===== src/logic/vbr_pkg.sv =====
// shared constants and carrier types for the vbi payload and picture adjust register group
package vbr_pkg;

  // register subaddresses
  localparam logic [7:0] ADDR_COPY_CONFIG  = 8'h19;
  localparam logic [7:0] ADDR_PAYLOAD_MID  = 8'h1A;
  localparam logic [7:0] ADDR_PAYLOAD_LOW  = 8'h1B;
  localparam logic [7:0] ADDR_CONTRAST     = 8'h1D;
  localparam logic [7:0] ADDR_U_COLOUR     = 8'h1E;
  localparam logic [7:0] ADDR_V_COLOUR     = 8'h1F;
  localparam logic [7:0] ADDR_HUE          = 8'h20;
  localparam logic [7:0] ADDR_BRIGHTNESS   = 8'h21;
  localparam logic [7:0] ADDR_SHARPNESS    = 8'h22;

  // reset values and the unmapped read value
  localparam logic [7:0] RST_COPY_CONFIG   = 8'h00;
  localparam logic [7:0] RST_PAYLOAD_MID   = 8'h00;
  localparam logic [7:0] RST_PAYLOAD_LOW   = 8'h00;
  localparam logic [7:0] RST_SCALE         = 8'h20;
  localparam logic [7:0] RST_HUE           = 8'h80;
  localparam logic [7:0] RST_BRIGHTNESS    = 8'h00;
  localparam logic [7:0] RST_SHARPNESS     = 8'h06;
  localparam logic [7:0] RST_READ_DATA     = 8'h00;
  localparam logic [7:0] UNMAPPED_READ     = 8'h00;

  // copy_control_config field positions and the top shared bit of the middle register
  localparam int CFG_TAIL_MSB       = 3;
  localparam int CFG_CHECKSUM_AUTO  = 4;
  localparam int CFG_ODD_FIELD      = 5;
  localparam int CFG_EVEN_FIELD     = 6;
  localparam int CFG_WIDE_SCREEN    = 7;
  localparam int SHARED_MID_MSB     = 5;

  // picture adjust field limits and codings, checksum preset and data length
  localparam logic [7:0] GAIN_BASE         = 8'h60;
  localparam logic [7:0] HUE_CENTRE        = 8'h80;
  localparam logic [4:0] PEDESTAL_MAX      = 5'h12;
  localparam logic [3:0] SHARPNESS_MAX     = 4'hC;
  localparam logic [5:0] CRC_PRESET        = 6'h3F;
  localparam int         CRC_DATA_BITS     = 14;

  typedef struct packed {
    logic [19:0] cgmsPayload;
    logic        oddFieldEnable;
    logic        evenFieldEnable;
    logic        wideScreenEnable;
    logic [13:0] wssPayload;
  } vbr_vbi_s;

  typedef struct packed {
    logic [7:0]        lumaGain;
    logic [7:0]        uGain;
    logic [7:0]        vGain;
    logic signed [7:0] huePhase;
    logic [4:0]        pedestal;
    logic [3:0]        sharpness;
  } vbr_picture_s;

endpackage : vbr_pkg


===== src/logic/vbr_regs.sv =====
// copy/wide-screen payload and picture adjust registers driving the encoder datapath
// What this block does
// Config low four bits are only the last four copy-generation bits, never wide-screen.
// Checksum bit high computes the six checksum bits; low sends register bits unchanged.
// Odd-field enable turns on copy-generation insertion on odd fields, NTSC only.
// Even-field enable turns on copy-generation insertion on even fields, NTSC only.
// Wide-screen enable turns on wide-screen output, PAL only.
// Middle register low six bits: copy payload in NTSC, wide-screen payload in PAL.
// Middle register top two bits are copy-generation payload only.
// Low register eight bits: copy payload in NTSC, wide-screen payload in PAL.
// Contrast code scales luma 0.75 to 1.25, code is (factor-0.75)*128.
// U colour code scales U 0.75 to 1.25, same coding.
// V colour code scales V 0.75 to 1.25, same coding.
// Host writes zero to reserved bits of picture adjust registers.
// Hue code shifts subcarrier phase one step per unit from 128; 80 hex is none.
// Hue FF gives largest positive shift, 00 the largest negative.
// Five-bit brightness adds 0 to 7.5 IRE pedestal, 18 steps, both standards.
// Four-bit sharpness picks luma response; 12 is +4 dB, 0 is -4 dB, 6 normal.
// Hue offset applies only while hue adjust enable is high.
// Pedestal added only while brightness enable is high.
// Every register is read/write and reads back the value last written.
module vbr_regs (
  input  wire logic                ref_clk,          // 20 MHz pixel clock
  input  wire logic                rstn,             // asynchronous reset, active low
  input  wire logic [7:0]          regAddr,          // register subaddress from the serial interface
  input  wire logic [7:0]          regWrData,        // write data
  input  wire logic                regWr,            // one-cycle write strobe
  input  wire logic                regRd,            // one-cycle read strobe
  output logic      [7:0]          regRdData,        // read data, valid the cycle after regRd
  input  wire logic                palMode,          // encoder standard: high PAL, low NTSC
  input  wire logic                hueAdjustEnable,  // hue adjust enable from the mode register
  input  wire logic                brightnessEnable, // brightness enable from the mode register
  output vbr_pkg::vbr_vbi_s        vbiOut,           // vbi payload and line enables
  output vbr_pkg::vbr_picture_s    pictureOut        // picture adjust settings for the datapath
);

  logic       rstMeta;
  logic       rstSync;
  logic [7:0] copyControlConfig;
  logic [7:0] copyControlPayloadMid;
  logic [7:0] copyControlPayloadLow;
  logic [7:0] lumaContrastScale;
  logic [7:0] uColourScale;
  logic [7:0] vColourScale;
  logic [7:0] huePhaseOffset;
  logic [7:0] brightnessPedestal;
  logic [7:0] lumaSharpnessSelect;
  logic [19:0] rawCgms;
  logic [19:0] cgmsFinished;
  logic [7:0]  next_regRdData;

  // reset release is synchronised so all flops leave reset on the same edge
  always_ff @(posedge ref_clk or negedge rstn) begin
    if (!rstn) begin
      rstMeta <= 1'b0;
      rstSync <= 1'b0;
    end else begin
      rstMeta <= 1'b1;
      rstSync <= rstMeta;
    end
  end

  // 0.75 + code/128 expressed as gain*128, so the datapath multiplies and shifts by 7
  function automatic logic [7:0] scaleGain(input logic [7:0] regValue);
    return vbr_pkg::GAIN_BASE + {2'b00, regValue[5:0]};
  endfunction : scaleGain

  // true for the subaddresses of this group; any other subaddress reads as zero
  function automatic logic isMapped(input logic [7:0] addr);
    case (addr)
      vbr_pkg::ADDR_COPY_CONFIG,
      vbr_pkg::ADDR_PAYLOAD_MID,
      vbr_pkg::ADDR_PAYLOAD_LOW,
      vbr_pkg::ADDR_CONTRAST,
      vbr_pkg::ADDR_U_COLOUR,
      vbr_pkg::ADDR_V_COLOUR,
      vbr_pkg::ADDR_HUE,
      vbr_pkg::ADDR_BRIGHTNESS,
      vbr_pkg::ADDR_SHARPNESS: return 1'b1;
      default:                 return 1'b0;
    endcase
  endfunction : isMapped

  // reserved bits are stored as written so readback is exact; the datapath ignores them
  always_ff @(posedge ref_clk or negedge rstSync) begin
    if (!rstSync) begin
      copyControlConfig     <= vbr_pkg::RST_COPY_CONFIG;
      copyControlPayloadMid <= vbr_pkg::RST_PAYLOAD_MID;
      copyControlPayloadLow <= vbr_pkg::RST_PAYLOAD_LOW;
    end else if (regWr) begin
      case (regAddr)
        vbr_pkg::ADDR_COPY_CONFIG: begin
          copyControlConfig <= regWrData;
        end
        vbr_pkg::ADDR_PAYLOAD_MID: begin
          copyControlPayloadMid <= regWrData;
        end
        vbr_pkg::ADDR_PAYLOAD_LOW: begin
          copyControlPayloadLow <= regWrData;
        end
        default: begin
        end
      endcase
    end
  end

  always_ff @(posedge ref_clk or negedge rstSync) begin
    if (!rstSync) begin
      lumaContrastScale   <= vbr_pkg::RST_SCALE;
      uColourScale        <= vbr_pkg::RST_SCALE;
      vColourScale        <= vbr_pkg::RST_SCALE;
      huePhaseOffset      <= vbr_pkg::RST_HUE;
      brightnessPedestal  <= vbr_pkg::RST_BRIGHTNESS;
      lumaSharpnessSelect <= vbr_pkg::RST_SHARPNESS;
    end else if (regWr) begin
      case (regAddr)
        vbr_pkg::ADDR_CONTRAST: begin
          lumaContrastScale <= regWrData;
        end
        vbr_pkg::ADDR_U_COLOUR: begin
          uColourScale <= regWrData;
        end
        vbr_pkg::ADDR_V_COLOUR: begin
          vColourScale <= regWrData;
        end
        vbr_pkg::ADDR_HUE: begin
          huePhaseOffset <= regWrData;
        end
        vbr_pkg::ADDR_BRIGHTNESS: begin
          brightnessPedestal <= regWrData;
        end
        vbr_pkg::ADDR_SHARPNESS: begin
          lumaSharpnessSelect <= regWrData;
        end
        default: begin
        end
      endcase
    end
  end

  always_comb begin
    case (regAddr)
      vbr_pkg::ADDR_COPY_CONFIG: next_regRdData = copyControlConfig;
      vbr_pkg::ADDR_PAYLOAD_MID: next_regRdData = copyControlPayloadMid;
      vbr_pkg::ADDR_PAYLOAD_LOW: next_regRdData = copyControlPayloadLow;
      vbr_pkg::ADDR_CONTRAST:    next_regRdData = lumaContrastScale;
      vbr_pkg::ADDR_U_COLOUR:    next_regRdData = uColourScale;
      vbr_pkg::ADDR_V_COLOUR:    next_regRdData = vColourScale;
      vbr_pkg::ADDR_HUE:         next_regRdData = huePhaseOffset;
      vbr_pkg::ADDR_BRIGHTNESS:  next_regRdData = brightnessPedestal;
      vbr_pkg::ADDR_SHARPNESS:   next_regRdData = lumaSharpnessSelect;
      default:                   next_regRdData = vbr_pkg::UNMAPPED_READ;
    endcase
  end

  // read data holds until the next read strobe
  always_ff @(posedge ref_clk or negedge rstSync) begin
    if (!rstSync) begin
      regRdData <= vbr_pkg::RST_READ_DATA;
    end else if (regRd) begin
      regRdData <= next_regRdData;
    end
  end

  // copy payload order: C0..C7 low, C8..C15 mid, C16..C19 config tail
  assign rawCgms = {copyControlConfig[vbr_pkg::CFG_TAIL_MSB:0],
                    copyControlPayloadMid,
                    copyControlPayloadLow};

  vbr_crc_gen u_crc (
    .ref_clk    (ref_clk),
    .rstn       (rstSync),
    .rawPayload (rawCgms),
    .autoCrc    (copyControlConfig[vbr_pkg::CFG_CHECKSUM_AUTO]),
    .payload    (cgmsFinished)
  );

  // enables are gated by the standard so a stale bit cannot insert lines in the wrong mode
  always_ff @(posedge ref_clk or negedge rstSync) begin
    if (!rstSync) begin
      vbiOut.oddFieldEnable   <= 1'b0;
      vbiOut.evenFieldEnable  <= 1'b0;
      vbiOut.wideScreenEnable <= 1'b0;
      vbiOut.wssPayload       <= 14'h0000;
    end else begin
      vbiOut.oddFieldEnable   <= copyControlConfig[vbr_pkg::CFG_ODD_FIELD] & ~palMode;
      vbiOut.evenFieldEnable  <= copyControlConfig[vbr_pkg::CFG_EVEN_FIELD] & ~palMode;
      vbiOut.wideScreenEnable <= copyControlConfig[vbr_pkg::CFG_WIDE_SCREEN] & palMode;
      // W0..W7 from low, W8..W13 from mid; config tail never feeds wide-screen
      vbiOut.wssPayload <= {copyControlPayloadMid[vbr_pkg::SHARED_MID_MSB:0],
                            copyControlPayloadLow};
    end
  end

  assign vbiOut.cgmsPayload = cgmsFinished;

  always_ff @(posedge ref_clk or negedge rstSync) begin
    if (!rstSync) begin
      pictureOut.lumaGain <= scaleGain(vbr_pkg::RST_SCALE);
      pictureOut.uGain    <= scaleGain(vbr_pkg::RST_SCALE);
      pictureOut.vGain    <= scaleGain(vbr_pkg::RST_SCALE);
    end else begin
      pictureOut.lumaGain <= scaleGain(lumaContrastScale);
      pictureOut.uGain    <= scaleGain(uColourScale);
      pictureOut.vGain    <= scaleGain(vColourScale);
    end
  end

  // hue is code minus 128, two's complement: FF is +127 steps, 00 is -128 steps
  always_ff @(posedge ref_clk or negedge rstSync) begin
    if (!rstSync) begin
      pictureOut.huePhase <= 8'sh00;
    end else if (hueAdjustEnable) begin
      pictureOut.huePhase <= $signed(huePhaseOffset - vbr_pkg::HUE_CENTRE);
    end else begin
      pictureOut.huePhase <= 8'sh00;
    end
  end

  // out-of-range codes saturate rather than wrap, since the top of each range is the documented limit
  always_ff @(posedge ref_clk or negedge rstSync) begin
    if (!rstSync) begin
      pictureOut.pedestal  <= 5'h00;
      pictureOut.sharpness <= vbr_pkg::RST_SHARPNESS[3:0];
    end else begin
      if (!brightnessEnable) begin
        pictureOut.pedestal <= 5'h00;
      end else if (brightnessPedestal[4:0] > vbr_pkg::PEDESTAL_MAX) begin
        pictureOut.pedestal <= vbr_pkg::PEDESTAL_MAX;
      end else begin
        pictureOut.pedestal <= brightnessPedestal[4:0];
      end
      if (lumaSharpnessSelect[3:0] > vbr_pkg::SHARPNESS_MAX) begin
        pictureOut.sharpness <= vbr_pkg::SHARPNESS_MAX;
      end else begin
        pictureOut.sharpness <= lumaSharpnessSelect[3:0];
      end
    end
  end
endmodule : vbr_regs


===== src/logic/vbr_crc_gen.sv =====
// copy-generation payload finisher: optional six-bit checksum over the low fourteen bits
module vbr_crc_gen (
  input  wire logic        ref_clk,     // pixel clock
  input  wire logic        rstn,        // synchronised reset, active low
  input  wire logic [19:0] rawPayload,  // payload as held in the registers, bit n is Cn
  input  wire logic        autoCrc,     // checksum computed here when high
  output logic      [19:0] payload      // finished payload, registered
);

  // serial form of x^6 + x + 1, C0 shifted in first
  function automatic logic [5:0] crc6(input logic [13:0] data);
    logic [5:0] crc;
    logic       fb;
    crc = vbr_pkg::CRC_PRESET;
    fb  = 1'b0;
    for (int i = 0; i < vbr_pkg::CRC_DATA_BITS; i++) begin
      fb  = data[i] ^ crc[5];
      crc = {crc[4:0], fb} ^ {4'h0, fb, 1'b0};
    end
    return crc;
  endfunction : crc6

  always_ff @(posedge ref_clk or negedge rstn) begin
    if (!rstn) begin
      payload <= 20'h00000;
    end else if (autoCrc) begin
      payload <= {crc6(rawPayload[13:0]), rawPayload[13:0]};
    end else begin
      payload <= rawPayload;
    end
  end
endmodule : vbr_crc_gen


===== config.mk =====
export PLATFORM = sky130hd
export DESIGN_NAME = vbr_regs
export DESIGN_NICKNAME = d
export VERILOG_FILES = /design/src/logic/vbr_pkg.sv /design/src/logic/vbr_regs.sv /design/src/logic/vbr_crc_gen.sv
export SDC_FILE = /design/constraint.sdc
export NUM_CORES = 1
export LEC_CHECK = 0
export BUFFER_PORTS_ARGS = -buffer_cell sky130_fd_sc_hd__buf_2
export CORE_MARGIN = 2
export CORE_UTILIZATION = 40
export CTS_CLUSTER_SIZE = 28
export DETAILED_ROUTE_END_ITERATION = 7
export GPL_ROUTABILITY_DRIVEN = 0
export SLEW_MARGIN = 20
export SYNTH_ARGS = -nofsm -noshare
export SYNTH_HDL_FRONTEND = slang
export SYNTH_SLANG_ARGS = --single-unit

===== constraint.sdc =====
create_clock -name ref_clk -period 6.6 [get_ports ref_clk]
set_clock_uncertainty 0.2 [all_clocks]
set_input_delay 0.99 -clock ref_clk [delete_from_list [all_inputs] [get_ports ref_clk]]
set_output_delay 0.99 -clock ref_clk [all_outputs]
set_load 0.02 [all_outputs]

==> summary.txt <==
Outcome
  • Outcome: completed

Placement
  • PortBufs: 108
  • HPWL Detailed: just over 9000 µm
  • DP Area: around 6500 µm²

Global route
  • Initial antenna violation count: 0
  • First-pass GRT wire length: 21300 µm
  • Congestion Overflow GR: 0
  • Vias in the first global route: 3817
  • Pin count of the biggest net entering global routing: 86
  • Tot GR Track Use: about 18%

Drt
  • DRC: 0
  • ANT nets after route: 0
  • Via/cell ratio: 5.15
  • Initial DRC Count: 204
  • Final wirelength: ~13000 µm
  • DR pass1 iterations: 4
  • Vias: 3622
  • Routed len/inst: 18.9 µm

Min path
  • HP Class: input port to asynchronous set/reset pin

Yosys
  • Cell taking the most area after synthesis: dfrtp_1
  • Syn avg cell area: 14.3 µm²
  • Synth Cell Area: 5900 µm²
  • Top FF cell, synth: dfrtp_1
  • Post-synth top cells: 132 x dfrtp_1, 78 x mux2_2, 18 x buf_4
  • Seq/Total Area, Yosys: 60.9%
  • Dominant cells by area after synthesis: dfrtp_1 56%, mux2_2 15%, dfstp_2 4.9%
  • Ys Warns: 0
  • Post-synth net total: ~440
  • Cell variety after synth: 55
  • Post-synth EDFFs: 0
  • Share of the synthesized area in the top cell type: 56.0%
  • Dominant cell by count in the synthesized netlist: dfrtp_1
  • Post-synth ARST share: 100%
  • Seq cells post-synth: 143
  • Cells after synthesis: a little over 400

STA
  • Peak Freq: around 340 MHz
  • Final setup vio count: 0
  • Fin. Hold Viols: 0
  • Period minus WS final: 2.96 ns
  • Final period util: 44.8%
  • Slew @ Worst Pin: a little over 1 ns
  • Slew HR: 30.5%
  • Max-slew violations: 0
  • Setup TNS: 0 ns
  • RSZ-0062 raised after global routing: false

Worst setup path
  • CP Launch Type: input port
  • Worst path cell trace: buf_2, nor2b_1, nand4_2, mux2_2
  • WS Path Type: input port to register
  • Critical Path Max Stage Delay: 0.86 ns
  • Reg2reg path depth: 4
  • Slowest CP cell: nor2b_1
  • Worst r2r src: copyControlPayloadLow[1]$_DFFE_PN0P_
  • RR Endpoint: u_crc.payload[16]$_DFF_PN0_
  • Worst Setup SP: regAddr[0]
  • CP Buf/Inv Count: 1
  • CP Data Arrival Time: 3.06 ns
  • Delay-heaviest family, CP: simple AND/OR/NAND/NOR gates
  • Critical Path Fanout Max: 25
  • Critical Path Sink: lumaContrastScale[4]$_DFFE_PN0P_
  • Worst Setup End Kind: register
  • Worst EP required: 6.70 ns
  • Setup slack, reg-to-reg: ~4.6 ns
  • CP Depth: 4

Clocking
  • Post-CTS setup buffer count: 0
  • CTS Sinks: 143
  • Worst-path clk slew: 0.06 ns
  • Hold-fix buffers, CTS: 0
  • CTS tree: done
  • Clk root buf: clkbuf_16
  • Post-CTS Resized: 0
  • Htree depth: 4
  • Total CTS buffers: 17
  • Worst skew pair latency: 0.43 ns
  • CTS max path bufs: 2

Power and ir drop
  • Worst VDD drop: 0.152 mV
  • Pwr/cell area: about 300 nW/µm²
  • Leak: 3.61 nW

Run
  • Number of max-cap violations: 0

Die
  • Die Width: 125 µm
  • Die area: 15700 µm²
  • Initial core utilization: between 40% and 50%
  • Die Ht: 125 µm
  • Row cnt: 44
  • IO Pins: 109
  • Core area: ~14000 µm²

Layout
  • Fill cells: 1273
  • Number of diodes: 0
  • Area of all placed cells without fillers: 7110 µm²
  • Area Growth Syn to Fin: 20.4%
  • NumNets Final: 530
  • Share of layout cells above drive strength 1: 47.0%
==> worst min path at each step <==
stage / start / to
final: rstn / rstMeta$_DFF_PN0_
after global routing: rstn / rstSync$_DFF_PN0_
after CTS: rstn / rstSync$_DFF_PN0_
after detailed placement: rstMeta$_DFF_PN0_ / rstSync$_DFF_PN0_
after global placement: rstMeta$_DFF_PN0_ / rstSync$_DFF_PN0_
after floorplan: rstMeta$_DFF_PN0_ / rstSync$_DFF_PN0_
==> flip-flops by register name (all words and copies together) (netlist names) <==
signal / flops
uColourScale: 8
huePhaseOffset: 8
rstMeta: 1
vColourScale: 8
u_crc.payload: 20
lumaSharpnessSelect: 8
brightnessPedestal: 8
rstSync: 1
regRdData: 8
copyControlPayloadLow: 8
lumaContrastScale: 8
copyControlPayloadMid: 8
pictureOut: 38
vbiOut: 3
copyControlConfig: 8
==> layout make-up <==
type | instances | area [µm²] | area share [%]
inverter | 4 | 15.0 | 0.211
timing repair buffer | 109 | 552 | 7.77
sequential | 143 | 3600 | 50.6
clock inverter | 11 | 190 | 2.68
tap | 184 | 230 | 3.24
multi-input combinational | 232 | 2090 | 29.4
clock buffer | 20 | 437 | 6.15
==> power breakdown <==
part / leakage (nW) / switching (W) / internal [W]
combinational: 1.41 / 0.0000968 / 0.0000670
sequential: 1.91 / 0.0000346 / 0.000918
clock: 0.292 / 0.000351 / 0.000666
==> kinds of logic after synthesis <==
logic type      after synthesis  share of synthesized area (%)
buf+inv                      38                           3.82
compound gates               51                           6.10
flops                       143                           60.9
other cells                   1                         0.0635
mux                          94                           18.1
simple gates                 65                           7.72
xor+xnor                     21                           3.35
==> per-layer routing <==
metal | up-vias | routed length (µm) | track usage (%)
met5 | - | 0 | 0
met4 | 0 | 231 | 7.19
li1 | 1647 | - | -
met3 | 17 | 723 | 4.71
met1 | 1846 | 5910 | 23.6
met2 | 112 | 6420 | 28.1
==> cells in the final DEF (no fill, tap or decap), types with 3 or more instances in the layout <==
cell type / Yosys / final
bufinv_16: 0 / 5
dfstp_2: 11 / 11
o21ai_0: 13 / 13
nand3_1: 4 / 4
nand3b_1: 4 / 4
a21oi_1: 3 / 3
and2_1: 11 / 11
nand2_1: 11 / 11
nor2b_1: 8 / 8
xnor2_1: 15 / 15
nor2_1: 4 / 4
clkbuf_1: 6 / 3
o2bb2ai_1: 3 / 3
xor2_1: 5 / 5
a22oi_1: 11 / 11
o221ai_1: 3 / 3
buf_2: 4 / 108
mux2_2: 78 / 78
mux2i_1: 13 / 13
clkinvlp_4: 0 / 4
clkbuf_16: 0 / 17
a31oi_1: 3 / 3
dfrtp_1: 132 / 131
inv_1: 4 / 4
nand3_2: 4 / 4
==> stage by stage <==
step | utilization (%) | cells | hold slack, ns | setup WS [ns] | power, W
floorplan | - | 413 | 0.131 | 2.14 | 0.00108
global placement | 44.7 | 672 | 0.136 | 3.28 | 0.00113
detailed placement | 44.7 | 672 | 0.144 | 3.19 | 0.00113
CTS | 49.0 | 703 | 0.125 | 3.63 | 0.00216
global route | 49.1 | 703 | 0.126 | 3.49 | 0.00222
finish | 49.1 | 703 | 0.142 | 3.64 | 0.00213
No activity file was read; power rests on OpenSTA's default activity.
